--- config.mk ---
export PLATFORM = sky130hd
export DESIGN_NAME = blx_exec
export DESIGN_NICKNAME = d
export VERILOG_FILES = /design/src/rtl/blx_pkg.sv /design/src/rtl/blx_exec.sv /design/src/rtl/blx_file_regs.sv
export VERILOG_INCLUDE_DIRS = /design/src /design/src/rtl
export SDC_FILE = /design/constraint.sdc
export NUM_CORES = 1
export LEC_CHECK = 0
export ABC_AREA = 1
export BUFFER_PORTS_ARGS = -buffer_cell sky130_fd_sc_hd__buf_2
export CELL_PAD_IN_SITES_DETAIL_PLACEMENT = 1
export CELL_PAD_IN_SITES_GLOBAL_PLACEMENT = 1
export CORE_UTILIZATION = 35
export CTS_CLUSTER_SIZE = 25
export DETAILED_ROUTE_END_ITERATION = 16
export GPL_ROUTABILITY_DRIVEN = 0
export GPL_TIMING_DRIVEN = 0
export PLACE_DENSITY = 0.65
export SETUP_SLACK_MARGIN = 0.15
export SLEW_MARGIN = 20
export SYNTH_ARGS = -nofsm -noshare
export SYNTH_HDL_FRONTEND = slang
export SYNTH_SLANG_ARGS = --single-unit
export TNS_END_PERCENT = 20
--- constraint.sdc ---
create_clock -name core_clk -period 25.7 [get_ports core_clk]
set_input_delay 3.855 -clock core_clk [delete_from_list [all_inputs] [get_ports core_clk]]
set_output_delay 3.855 -clock core_clk [all_outputs]
set_load 0.01 [all_outputs]
--- src/rtl/blx_defs.svh ---
`ifndef BLX_DEFS_SVH
`define BLX_DEFS_SVH

// Register byte offsets on the bus
`define BLX_OFF_INSTR 8'h00
`define BLX_OFF_ACC 8'h04
`define BLX_OFF_STATUS 8'h08
`define BLX_OFF_PC 8'h0c
`define BLX_OFF_STACK 8'h10
`define BLX_OFF_WDOG 8'h14
`define BLX_OFF_CTRL 8'h18
`define BLX_OFF_EXSTAT 8'h1c
`define BLX_FILE_WIN_BIT 7

// Instruction encodings
`define BLX_ENC_BIT_SET 4'h5
`define BLX_ENC_SKIP_CLR 4'h6
`define BLX_ENC_SKIP_SET 4'h7
`define BLX_ENC_CALL 4'h9
`define BLX_ENC_AND 6'h05
`define BLX_ENC_CLR_ACC 12'h040
`define BLX_ENC_CLR_WDOG 12'h004

// Status field positions
`define BLX_ST_ZERO 2
`define BLX_ST_PWRDN 3
`define BLX_ST_TMOUT 4
`define BLX_ST_PAGE_LO 5
`define BLX_ST_PAGE_HI 6

// Reset values
`define BLX_RST_STATUS 8'h18
`define BLX_RST_CTRL 1'b1
`define BLX_RST_ACC 8'h00
`define BLX_RST_PC 11'h000

// Sizes
`define BLX_FILE_DEPTH 32
`define BLX_FILE_WIDTH 8

`endif

--- src/rtl/blx_pkg.sv ---
package blx_pkg;

  typedef enum logic [3:0] {
    ST_IDLE = 4'b0001,
    ST_EXEC = 4'b0010,
    ST_SECOND = 4'b0100,
    ST_ACK = 4'b1000
  } blx_state_t;

  typedef enum logic [2:0] {
    OP_NONE = 3'h0,
    OP_BIT_SET = 3'h1,
    OP_AND = 3'h2,
    OP_SKIP_CLR = 3'h3,
    OP_SKIP_SET = 3'h4,
    OP_CLR_ACC = 3'h5,
    OP_CALL = 3'h6,
    OP_CLR_WDOG = 3'h7
  } blx_op_t;

  typedef struct packed {
    logic [2:0] bit_idx;
    logic dest;
    logic [4:0] faddr;
    logic [7:0] lit;
  } blx_fields_t;

  typedef struct packed {
    logic we;
    logic [4:0] addr;
    logic [7:0] data;
  } blx_fwr_t;

endpackage : blx_pkg

--- src/rtl/blx_exec.sv ---
// The Avalon-MM register port and the address map were decided locally.
`timescale 1ns/10ps
`include "blx_defs.svh"

// What this block does
// (RULE_01) Bit-set forces chosen bit of addressed file register to one, flags untouched.
// (RULE_02) AND accumulator with file register; result to accumulator or file; zero flag updated.
// (RULE_03) Skip-if-clear: tested bit zero discards next instruction, runs a no-op, two cycles.
// (RULE_04) Skip-if-set: tested bit one discards next instruction, runs a no-op, two cycles.
// (RULE_05) Clear-accumulator loads zero and sets the zero flag.
// (RULE_06) Call first pushes program counter plus one onto the stack top.
// (RULE_07) Call loads counter low byte from literal, upper two from status page, bit 8 zero.
// (RULE_08) Call targets 0 to 255, two cycles, status flags unchanged.
// (RULE_09) Clear-watchdog zeroes the watchdog counter, sets timeout and powerdown flags.
// (RULE_10) Clear-watchdog also clears the prescaler only while it serves the watchdog.
// (RULE_11) Skip-if-clear decodes as 0110, three-bit index, five-bit file address.
// (RULE_12) Skip-if-set decodes as 0111, three-bit index, five-bit file address.
// (RULE_13) The substituted no-op only advances the program counter.
module blx_exec #(
  parameter int FILE_DEPTH = `BLX_FILE_DEPTH
) (
  input wire logic core_clk,
  input wire logic rst,
  input wire logic [7:0] avs_address,
  input wire logic avs_read,
  input wire logic avs_write,
  input wire logic [31:0] avs_writedata,
  input wire logic [3:0] avs_byteenable,
  output logic [31:0] avs_readdata,
  output logic avs_waitrequest,
  output logic [10:0] prog_counter,
  output logic [10:0] return_addr,
  output logic stack_push,
  output logic zero_flag,
  output logic timeout_flag,
  output logic powerdown_flag,
  output logic watchdog_clear,
  output logic prescaler_clear
);

  blx_pkg::blx_state_t state_q;
  blx_pkg::blx_op_t op;
  blx_pkg::blx_fields_t fld;
  blx_pkg::blx_fwr_t fwr;
  logic [11:0] instr_q;
  logic [7:0] acc_q;
  logic [7:0] status_q;
  logic [7:0] watchdog_q;
  logic [7:0] prescale_q;
  logic [10:0] pc_q;
  logic [10:0] return_addr_q;
  logic [31:0] rdata_q;
  logic [31:0] cur_val;
  logic [31:0] bus_val;
  logic [7:0] file_rd;
  logic [7:0] and_res;
  logic [4:0] rd_addr;
  logic ctrl_wdog_q;
  logic skip_q;
  logic unsup_q;
  logic stack_push_q;
  logic wdog_clear_q;
  logic presc_clear_q;
  logic wait_q;
  logic in_exec;
  logic tested_bit;
  logic skip_take;
  logic bus_wr;

  // Opcode decode, shared by execution and checks
  function automatic blx_pkg::blx_op_t decode_op(input logic [11:0] w);
    blx_pkg::blx_op_t r;
    r = blx_pkg::OP_NONE;
    if (w[11:8] == `BLX_ENC_BIT_SET) r = blx_pkg::OP_BIT_SET;
    else if (w[11:8] == `BLX_ENC_SKIP_CLR) r = blx_pkg::OP_SKIP_CLR; // RULE_11
    else if (w[11:8] == `BLX_ENC_SKIP_SET) r = blx_pkg::OP_SKIP_SET; // RULE_12
    else if (w[11:8] == `BLX_ENC_CALL) r = blx_pkg::OP_CALL;
    else if (w[11:6] == `BLX_ENC_AND) r = blx_pkg::OP_AND;
    else if (w == `BLX_ENC_CLR_ACC) r = blx_pkg::OP_CLR_ACC;
    else if (w == `BLX_ENC_CLR_WDOG) r = blx_pkg::OP_CLR_WDOG;
    return r;
  endfunction : decode_op

  // One-hot mask for a bit index
  function automatic logic [7:0] bit_mask(input logic [2:0] idx);
    return 8'h01 << idx;
  endfunction : bit_mask

  // Byte-lane merge of a bus write into a register image
  function automatic logic [31:0] lane_merge(input logic [31:0] old, input logic [31:0] wd, input logic [3:0] be);
    logic [31:0] r;
    r = old;
    for (int i = 0; i < 4; i++) begin
      if (be[i]) r[i*8 +: 8] = wd[i*8 +: 8];
    end
    return r;
  endfunction : lane_merge

  // Operand fields: index and address share layout across bit ops
  always_comb begin
    fld.bit_idx = instr_q[7:5]; // RULE_11 RULE_12
    fld.dest = instr_q[5];
    fld.faddr = instr_q[4:0];
    fld.lit = instr_q[7:0];
  end

  assign in_exec = (state_q == blx_pkg::ST_EXEC);
  assign op = decode_op(instr_q);
  assign rd_addr = in_exec ? fld.faddr : avs_address[6:2];
  assign and_res = acc_q & file_rd;
  assign tested_bit = |(file_rd & bit_mask(fld.bit_idx));

  // Skip decision on the tested bit's polarity
  assign skip_take = in_exec && ((op == blx_pkg::OP_SKIP_CLR && !tested_bit) || // RULE_03
                                 (op == blx_pkg::OP_SKIP_SET && tested_bit)); // RULE_04

  // Bus writes other than to the instruction word commit only at the edge the master sees waitrequest low
  assign bus_wr = (state_q == blx_pkg::ST_ACK) && avs_write && avs_address != `BLX_OFF_INSTR;
  assign bus_val = lane_merge(cur_val, avs_writedata, avs_byteenable);

  blx_file_regs #(
    .DEPTH(FILE_DEPTH)
  ) u_file (
    .core_clk(core_clk),
    .rst(rst),
    .wr(fwr),
    .rd_addr(rd_addr),
    .rd_data(file_rd)
  );

  // Register image of the addressed word; unmapped words read zero
  always_comb begin
    cur_val = 32'h0;
    if (avs_address[`BLX_FILE_WIN_BIT]) begin
      cur_val = {24'h0, file_rd};
    end else begin
      case (avs_address)
        `BLX_OFF_INSTR: cur_val = {20'h0, instr_q};
        `BLX_OFF_ACC: cur_val = {24'h0, acc_q};
        `BLX_OFF_STATUS: cur_val = {24'h0, status_q};
        `BLX_OFF_PC: cur_val = {21'h0, pc_q};
        `BLX_OFF_STACK: cur_val = {21'h0, return_addr_q};
        `BLX_OFF_WDOG: cur_val = {16'h0, prescale_q, watchdog_q};
        `BLX_OFF_CTRL: cur_val = {31'h0, ctrl_wdog_q};
        `BLX_OFF_EXSTAT: cur_val = {30'h0, unsup_q, skip_q};
        default: cur_val = 32'h0;
      endcase
    end
  end

  // File write port: bit-set and AND-to-file win over bus, which cannot collide anyway
  always_comb begin
    fwr = '0;
    if (in_exec && op == blx_pkg::OP_BIT_SET) begin
      fwr.we = 1'b1; // RULE_01
      fwr.addr = fld.faddr;
      fwr.data = file_rd | bit_mask(fld.bit_idx);
    end else if (in_exec && op == blx_pkg::OP_AND && fld.dest) begin
      fwr.we = 1'b1; // RULE_02
      fwr.addr = fld.faddr;
      fwr.data = and_res;
    end else if (bus_wr && avs_address[`BLX_FILE_WIN_BIT] && avs_byteenable[0]) begin
      fwr.we = 1'b1;
      fwr.addr = avs_address[6:2];
      fwr.data = avs_writedata[7:0];
    end
  end

  // Bus handshake and instruction sequencing
  always_ff @(posedge core_clk or posedge rst) begin
    if (rst) begin
      state_q <= blx_pkg::ST_IDLE;
      wait_q <= 1'b1;
      rdata_q <= 32'h0;
    end else begin
      case (state_q)
        blx_pkg::ST_IDLE: begin
          if (avs_read || avs_write) begin
            rdata_q <= avs_read ? cur_val : 32'h0;
            if (avs_write && avs_address == `BLX_OFF_INSTR) begin
              state_q <= blx_pkg::ST_EXEC;
            end else begin
              state_q <= blx_pkg::ST_ACK;
              wait_q <= 1'b0;
            end
          end
        end
        blx_pkg::ST_EXEC: begin
          // Taken skips and calls need a second instruction cycle
          if (skip_take || op == blx_pkg::OP_CALL) begin // RULE_03 RULE_04 RULE_08
            state_q <= blx_pkg::ST_SECOND;
          end else begin
            state_q <= blx_pkg::ST_ACK;
            wait_q <= 1'b0;
          end
        end
        blx_pkg::ST_SECOND: begin
          state_q <= blx_pkg::ST_ACK;
          wait_q <= 1'b0;
        end
        blx_pkg::ST_ACK: begin
          state_q <= blx_pkg::ST_IDLE;
          wait_q <= 1'b1;
        end
        default: begin
          state_q <= blx_pkg::ST_IDLE;
          wait_q <= 1'b1;
        end
      endcase
    end
  end

  // Instruction latch and execution record
  always_ff @(posedge core_clk or posedge rst) begin
    if (rst) begin
      instr_q <= 12'h000;
      skip_q <= 1'b0;
      unsup_q <= 1'b0;
    end else if (state_q == blx_pkg::ST_IDLE && avs_write && avs_address == `BLX_OFF_INSTR) begin
      instr_q <= avs_writedata[11:0];
    end else if (in_exec) begin
      skip_q <= skip_take;
      unsup_q <= (op == blx_pkg::OP_NONE);
    end
  end

  // Accumulator
  always_ff @(posedge core_clk or posedge rst) begin
    if (rst) begin
      acc_q <= `BLX_RST_ACC;
    end else if (in_exec && op == blx_pkg::OP_AND && !fld.dest) begin
      acc_q <= and_res; // RULE_02
    end else if (in_exec && op == blx_pkg::OP_CLR_ACC) begin
      acc_q <= 8'h00; // RULE_05
    end else if (bus_wr && avs_address == `BLX_OFF_ACC) begin
      acc_q <= bus_val[7:0];
    end
  end

  // Status; bit ops, skips and calls leave it alone
  always_ff @(posedge core_clk or posedge rst) begin
    if (rst) begin
      status_q <= `BLX_RST_STATUS;
    end else if (in_exec && op == blx_pkg::OP_AND) begin
      status_q[`BLX_ST_ZERO] <= (and_res == 8'h00); // RULE_02
    end else if (in_exec && op == blx_pkg::OP_CLR_ACC) begin
      status_q[`BLX_ST_ZERO] <= 1'b1; // RULE_05
    end else if (in_exec && op == blx_pkg::OP_CLR_WDOG) begin
      status_q[`BLX_ST_TMOUT] <= 1'b1; // RULE_09
      status_q[`BLX_ST_PWRDN] <= 1'b1;
    end else if (bus_wr && avs_address == `BLX_OFF_STATUS) begin
      status_q <= bus_val[7:0];
    end
  end

  // Program counter: call target built from literal and page bits
  always_ff @(posedge core_clk or posedge rst) begin
    if (rst) begin
      pc_q <= `BLX_RST_PC;
    end else if (in_exec && op == blx_pkg::OP_CALL) begin
      pc_q <= {status_q[`BLX_ST_PAGE_HI:`BLX_ST_PAGE_LO], 1'b0, fld.lit}; // RULE_07 RULE_08
    end else if (in_exec || (state_q == blx_pkg::ST_SECOND && skip_q)) begin
      pc_q <= pc_q + 11'h001; // RULE_13
    end else if (bus_wr && avs_address == `BLX_OFF_PC) begin
      pc_q <= bus_val[10:0];
    end
  end

  // Stack top push at the same edge as the jump, from the counter before it
  always_ff @(posedge core_clk or posedge rst) begin
    if (rst) begin
      return_addr_q <= 11'h000;
      stack_push_q <= 1'b0;
    end else begin
      stack_push_q <= in_exec && op == blx_pkg::OP_CALL; // RULE_06
      if (in_exec && op == blx_pkg::OP_CALL) begin
        return_addr_q <= pc_q + 11'h001; // RULE_06
      end
    end
  end

  // Prescaler assignment control
  always_ff @(posedge core_clk or posedge rst) begin
    if (rst) begin
      ctrl_wdog_q <= `BLX_RST_CTRL;
    end else if (bus_wr && avs_address == `BLX_OFF_CTRL) begin
      ctrl_wdog_q <= bus_val[0];
    end
  end

  // Watchdog and prescaler counters; a free-running stand-in for the real timebase
  always_ff @(posedge core_clk or posedge rst) begin
    if (rst) begin
      watchdog_q <= 8'h00;
      prescale_q <= 8'h00;
    end else if (in_exec && op == blx_pkg::OP_CLR_WDOG) begin
      watchdog_q <= 8'h00; // RULE_09
      prescale_q <= ctrl_wdog_q ? 8'h00 : prescale_q + 8'h01; // RULE_10
    end else begin
      prescale_q <= prescale_q + 8'h01;
      if (!ctrl_wdog_q || prescale_q == 8'hff) begin
        watchdog_q <= watchdog_q + 8'h01;
      end
    end
  end

  // Clear strobes for the neighbouring timer logic
  always_ff @(posedge core_clk or posedge rst) begin
    if (rst) begin
      wdog_clear_q <= 1'b0;
      presc_clear_q <= 1'b0;
    end else begin
      wdog_clear_q <= in_exec && op == blx_pkg::OP_CLR_WDOG; // RULE_09
      presc_clear_q <= in_exec && op == blx_pkg::OP_CLR_WDOG && ctrl_wdog_q; // RULE_10
    end
  end

  // Outputs, all from flops
  assign avs_readdata = rdata_q;
  assign avs_waitrequest = wait_q;
  assign prog_counter = pc_q;
  assign return_addr = return_addr_q;
  assign stack_push = stack_push_q;
  assign zero_flag = status_q[`BLX_ST_ZERO];
  assign timeout_flag = status_q[`BLX_ST_TMOUT];
  assign powerdown_flag = status_q[`BLX_ST_PWRDN];
  assign watchdog_clear = wdog_clear_q;
  assign prescaler_clear = presc_clear_q;
endmodule : blx_exec

--- src/rtl/blx_file_regs.sv ---
`timescale 1ns/10ps
`include "blx_defs.svh"

module blx_file_regs #(
  parameter int DEPTH = `BLX_FILE_DEPTH
) (
  input wire logic core_clk,
  input wire logic rst,
  input wire blx_pkg::blx_fwr_t wr,
  input wire logic [4:0] rd_addr,
  output logic [7:0] rd_data
);

  logic [7:0] mem_q [DEPTH];

  // Five address bits cannot reach more than 32 entries
  generate
    if (DEPTH < 1 || DEPTH > 32) begin : g_bad_depth
      $error("blx_file_regs: DEPTH must be 1 to 32");
    end
  endgenerate

  // One flop group per entry; entries beyond DEPTH read as zero
  generate
    for (genvar i = 0; i < DEPTH; i++) begin : g_entry
      always_ff @(posedge core_clk or posedge rst) begin
        if (rst) begin
          mem_q[i] <= 8'h00;
        end else if (wr.we && wr.addr == 5'(i)) begin
          mem_q[i] <= wr.data;
        end
      end
    end
  endgenerate

  // Asynchronous read so an instruction sees its operand in its own cycle
  always_comb begin
    rd_data = 8'h00;
    if (32'(rd_addr) < DEPTH) begin
      rd_data = mem_q[rd_addr];
    end
  end

endmodule : blx_file_regs

==> results of run 1 <==
==> worst max-delay path, cell delays in order <==
cell,delay [ps]
buf_2,140
nand2_1,180
nand2_2,160
buf_1,780
nand2_1,110
nand3_1,130
nand3_1,100
nand3_1,200
nand3_1,180
nand2_1,260
inv_1,60
o31ai_1,770
buf_2,430
o21ai_1,120
==> cell usage after synthesis (5+ instances only) <==
library cell and n:
a21oi_1 39, a22oi_1 8, buf_1 5, buf_2 72, buf_4 27, buf_6 8, clkbuf_1 29, dfrtp_1 344
dfstp_2 5, inv_1 289, inv_2 15, nand2_1 740, nand2_2 22, nand3_1 270, nand4_1 8, nor2_1 55
nor2_2 20, nor3_1 34, nor4_1 5, o21ai_0 82, o21ai_1 262, o22ai_1 25, o31ai_1 5, xor2_1 9
==> final cells by class <==
cell class	instances	area (µm²)	area share (%)
multi-input combinational	1651	7700	36.4
clock inverter	12	116	0.550
sequential	349	8740	41.3
tap	680	851	4.02
clock buffer	65	1350	6.39
buffer	141	781	3.69
timing repair buffer	74	460	2.18
inverter	304	1150	5.43
==> kinds of logic after synthesis <==
group                      share of synthesized area (%)
AOI/OAI and AO/OA                                   13.6
xor gates and xnor gates                           0.431
other                                             0.0205
buffers and inverters                               10.5
adders and majority gates                          0.205
and+or+nand+nor                                     27.5
DFF                                                 47.8
==> path summary, 6_finish.rpt <==
kind,from,end,slack [ps],cells past startpoint
max,avs_address[2],u_file.mem_q[132],18650,14
max in group asynchronous,rst,u_file.mem_q[101],21230,4
min in group asynchronous,rst,u_file.mem_q[33],3300,2
max reg2reg,state_q[3],u_file.mem_q[132],21210,14
min,avs_waitrequest,avs_waitrequest,470,2
min reg2reg,avs_waitrequest,avs_waitrequest,470,2
==> registers in the layout, indices dropped and copies added (netlist names), 4 cells and up <==
| signal | cells |
|---|---|
| prog_counter | 11 |
| status_q | 8 |
| return_addr | 11 |
| prescale_q | 8 |
| watchdog_q | 8 |
| acc_q | 8 |
| avs_readdata | 16 |
| state_q | 4 |
| u_file.mem_q | 256 |
| instr_q | 12 |
==> stage by stage <==
stage | utilization [%] | hold WS [ps] | total power, µW | setup WS [ps]
CTS | 41.0 | 468 | 1410 | 18670
detailed placement | 38.2 | 460 | 772 | 18080
global placement | 38.0 | 453 | 765 | 7470
floorplan | - | 449 | 699 | 12170
global route | 41.0 | 508 | 1450 | 18490
finish | 41.0 | 466 | 1400 | 18650
==> layer usage <==
metal	share of wire (%)	wire length (µm)	GRT usage (%)	up-vias
met4	2.9	2150	8.90	0
met5	0	0	0	-
met3	6.1	4560	3.32	131
li1	-	-	-	8078
met2	43	32400	42.6	557
met1	48	35700	42.7	9012
==> report_power, final <==
group | leakage (µW) | internal, µW | switching (µW)
clock network | 0.000732 | 382 | 252
registers | 0.00464 | 572 | 15.3
logic | 0.00430 | 48.2 | 128
total | 0.00968 | 1000 | 396
==> impl_metrics.ini, run 1 <==
[synthesis]
ys_seq_area_share_pct = 47.8
synth_area_leader_cell = dfrtp_1
yosysTopAreaCellShare_pct = 47.0
synth.distinct_cells = 54
netlist_area_um2 = 18300
synth_top_flop_cell = dfrtp_1
syn_area_per_cell_um2 = 7.53
synth-seq-cells = 349
synthArstFlopShare_pct = 100
synthTopCellsByArea = dfrtp_1, nand2_1, nand3_1
netlist_instances = 2430
yosysWarnings = 0
synth_edf_count = 0

[finish]
final_common_cell = nand2_1
fin_nets = 2615
diodes = 0
area_growth_pct = 15.6
drive_gt1_share_pct = 13.1
fill_cells = 6474
final_area_um2 = 21100
stdcell_count = 3276
layout_common_cells = nand2_1, dfrtp_1, inv_1

[critical_path]
crit_fanout = 10
worst-setup-path-type = input port to flop
arrival_ps = 7500
required_ps = 26150
worstSetupStartpointType = input port
cp-end-kind = flop

[timing]
setup_violations = 0
fin_crit_sh_pct = 27.4
worst_pin_slew_ps = 1070
slew_violations = 0
period_needed_ps = 7050
skew_ps = 19.7
rsz0062_at_grt = false
finalHoldViolations = 0
fmax_ghz = 0.142
max-slew-margin-rel_pct = 28.1
setup-tns-final_ps = 0

[global_route]
grt_pass1_wl_mm = 113
grt_max_degree = 88
grt_pass1_vias = 18000
antenna_found_initial = 0
grt_usage_pct = 28.5
grt.overflow.total = 0

[clocking]
cts.sinks = 349
root_buffer = clkbuf_16
path_clk_slew_ps = 60
postCtsSetupBuffers = 0
tritoncts = built
ctsHoldBuffers = 0
htreeDepth = 2
clk_latency_ps = 580
cts_buffers = 43
clock_path_buffers = 3
cts_resized = 0

[placement]
placed_area_um2 = 19700
hpwl_mm = 55.6
numPortBuffers = 70
place_inst = 3199

[power]
peakVddDrop_mv = 0.0428
p_per_area_nw_per_um2 = 66.1
p_leak_uw = 0.00968

[routing]
drt_iter0_drc = 1487
first_pass_iters = 5
routed_via_density = 5.43
drt-total-wl_mm = 74.8
drc = 0
vias = 17800
avgRoutedWirePerCell_um = 22.8
ant_nets = 0

[min_path]
min_path_type = flop to flop

[run]
cap_violations = 0

[die]
start_util_pct = 35.5
fp.dieW_um = 231
core_area_um2 = 51500
die-area_um2 = 53200
rows = 83
die_y_um = 231
io_pins = 109

[status]
status = finished clean
(Power assumes the default switching activity.)
==> inputs of run 2 (changes only) <==
- ABC_AREA: 1 -> 0
- PLACE_DENSITY: 0.65 -> 0.61
- clock period: 25.7 -> 6.9 ns (I/O delays scaled with it)
==> run 2 against run 1 <==
Against the previous run: synthesized cell count shrank 36%; sequential power grew to 3.8 times the previous value; synthesized area fell by 2.0%; total power rose to 3.6 times the previous value; via count fell by 25%; worst hold slack improved by 18 ps; clock-buffer cell count is 3 lower; critical endpoint is now u_file.mem_q[98].
==> impl_metrics.ini, run 2 <==
[synthesis]
syn_area_per_cell_um2 = 11.6
yosysTopAreaCellShare_pct = 48.0
synth_edf_count = 0
synth-seq-cells = 349
synth.most_common_cell = dfrtp_1
synthTopCellsByArea = dfrtp_1, mux2_2, mux2i_1
yosys-top-cells-count = dfrtp_1, mux2_2, mux2i_1, nand2_1, a22oi_1
netlist_instances = 1553
synthArstFlopShare_pct = 100
ys_seq_area_share_pct = 48.7
netlist_area_um2 = 17900
synth_top_flop_cell = dfrtp_1
synth_area_leader_cell = dfrtp_1
synth.distinct_cells = 81
yosysWarnings = 0

[global_route]
grt_pass1_wl_mm = 95.5
grt.overflow.total = 0
grt_max_degree = 35
grt_usage_pct = 24.5
grt_pass1_vias = 14200
antenna_found_initial = 0

[critical_path]
critPathMaxStageDelay_ps = 990
slowest_stage = nor4_2
cp_num_cells = 13
cp-end-kind = flop
r2r-end = u_file.mem_q[98]
reg2reg_depth = 13
worst-setup-path-type = flop to flop
crit_family = simple AND/OR/NAND/NOR gates
path_buf_inv = 4
crit_chain = buf_2 > nor4b_4 > mux2i_1 > buf_4 > buf_2 > mux2i_1 > a22oi_1 > a21oi_1 > nor4_2 > a21oi_1 > nor2_1 > clkbuf_1 > mux2_2
required_ps = 7410
crit_fanout = 10
worstSetupStartpointType = flop
r2r-start = state_q[3]
arrival_ps = 5440
r2r_slack_ps = 1980

[finish]
final_common_cell = dfrtp_1
regMostFlops = u_file.mem_q
diodes = 0
largest_reg_flops = 256
stdcell_count = 2393
final_area_um2 = 20800
area_growth_pct = 16.1
drive_gt1_share_pct = 30.9
layout_common_cells = dfrtp_1, mux2_2, mux2i_1
fill_cells = 5480
fin_nets = 1745

[timing]
slew_violations = 0
fmax_ghz = 0.203
fin_crit_sh_pct = 71.3
setup_violations = 0
rsz0062_at_grt = false
period_needed_ps = 4920
fin_hold_ws_ps = 485
skew_ps = 28.7
worst_pin_slew_ps = 1200
setup-tns-final_ps = 0
max-slew-margin-rel_pct = 19.6
finalHoldViolations = 0

[clocking]
tritoncts = built
cts_buffers = 41
clk_latency_ps = 580
postCtsSetupBuffers = 0
clock_path_buffers = 3
root_buffer = clkbuf_16
htreeDepth = 2
cts_resized = 0
cts.sinks = 349
ctsHoldBuffers = 0
path_clk_slew_ps = 60

[routing]
drc = 0
routed_via_density = 5.59
ant_nets = 0
first_pass_iters = 5
vias = 13400
drt-total-wl_mm = 63.4
drt_iter0_drc = 879
avgRoutedWirePerCell_um = 26.5

[min_path]
hold_end = avs_readdata[12]
holdPathStages = 2
min_path_type = flop to flop
hold_start = avs_readdata[12]

[die]
io_pins = 109
fp.dieW_um = 228
core_area_um2 = 50400
rows = 82
start_util_pct = 35.6
die_y_um = 228
die-area_um2 = 52200

[placement]
place_inst = 2323
numPortBuffers = 70
placed_area_um2 = 19500
hpwl_mm = 44.3

[status]
status = finished clean

[power]
peakVddDrop_mv = 0.185
p_per_area_nw_per_um2 = 241
power_uw = 5010
p_leak_uw = 0.0100

[run]
cap_violations = 0
-- run 2: worst min-delay path, delay by kind of cell, from the launching register on --
kind	cells	cell delay [ps]
DFF	1	340
and+or+nand+nor	1	40
AOI/OAI and AO/OA	1	60
-- run 2: through the flow --
step	worst slack, ps	util, %
after detailed placement	1980	38.7
after floorplan	1200	-
after CTS	1980	41.3
after global routing	1780	41.3
after global placement	-1110	38.1
final	1980	41.3
-- run 2: logic make-up after synthesis --
family,count (synthesis),synth area share (%)
buffers and inverters,135,3.90
xor gates and xnor gates,23,1.12
AOI/OAI and AO/OA,299,11.5
adders and majority gates,3,0.209
DFF,349,48.7
muxes,405,24.8
and+or+nand+nor,338,9.72
other,1,0.0209
-- run 2: report_power, final --
part	internal [µW]	leakage (µW)	switching [µW]
combinational	204	0.00463	386
clock	1300	0.000662	908
sequential	2130	0.00474	78.9
total	3640	0.0100	1370
-- run 2: area by class of cell --
class	instances	area [µm²]	area share, %
sequential	349	8740	42.0
multi-input combinational	1084	8580	41.2
clock buffer	62	1230	5.89
tap	672	841	4.04
buffer	116	628	3.02
timing repair buffer	83	613	2.94
clock inverter	8	116	0.559
inverter	19	75.1	0.361
-- run 2: how the worst max path moves through the flow --
stage                    from           endpoint  slack [ps]
2_1_floorplan             rst           acc_q[0]        1200
5_1_grt            state_q[3]  u_file.mem_q[247]        1780
6_report           state_q[3]   u_file.mem_q[98]        1980
3_3_place_gp              rst  u_file.mem_q[144]       -1110
4_1_cts            state_q[3]  u_file.mem_q[247]        1980
3_5_place_dp   avs_address[3]  u_file.mem_q[247]        1980
-- run 2: metal layers --
layer	track usage [%]	share of wire (%)	vias to the layer above
met3	3.58	4.1	92
met1	33.3	46	7081
met4	7.78	2.9	0
met5	0	0	-
li1	-	-	5915
met2	40.2	47	296
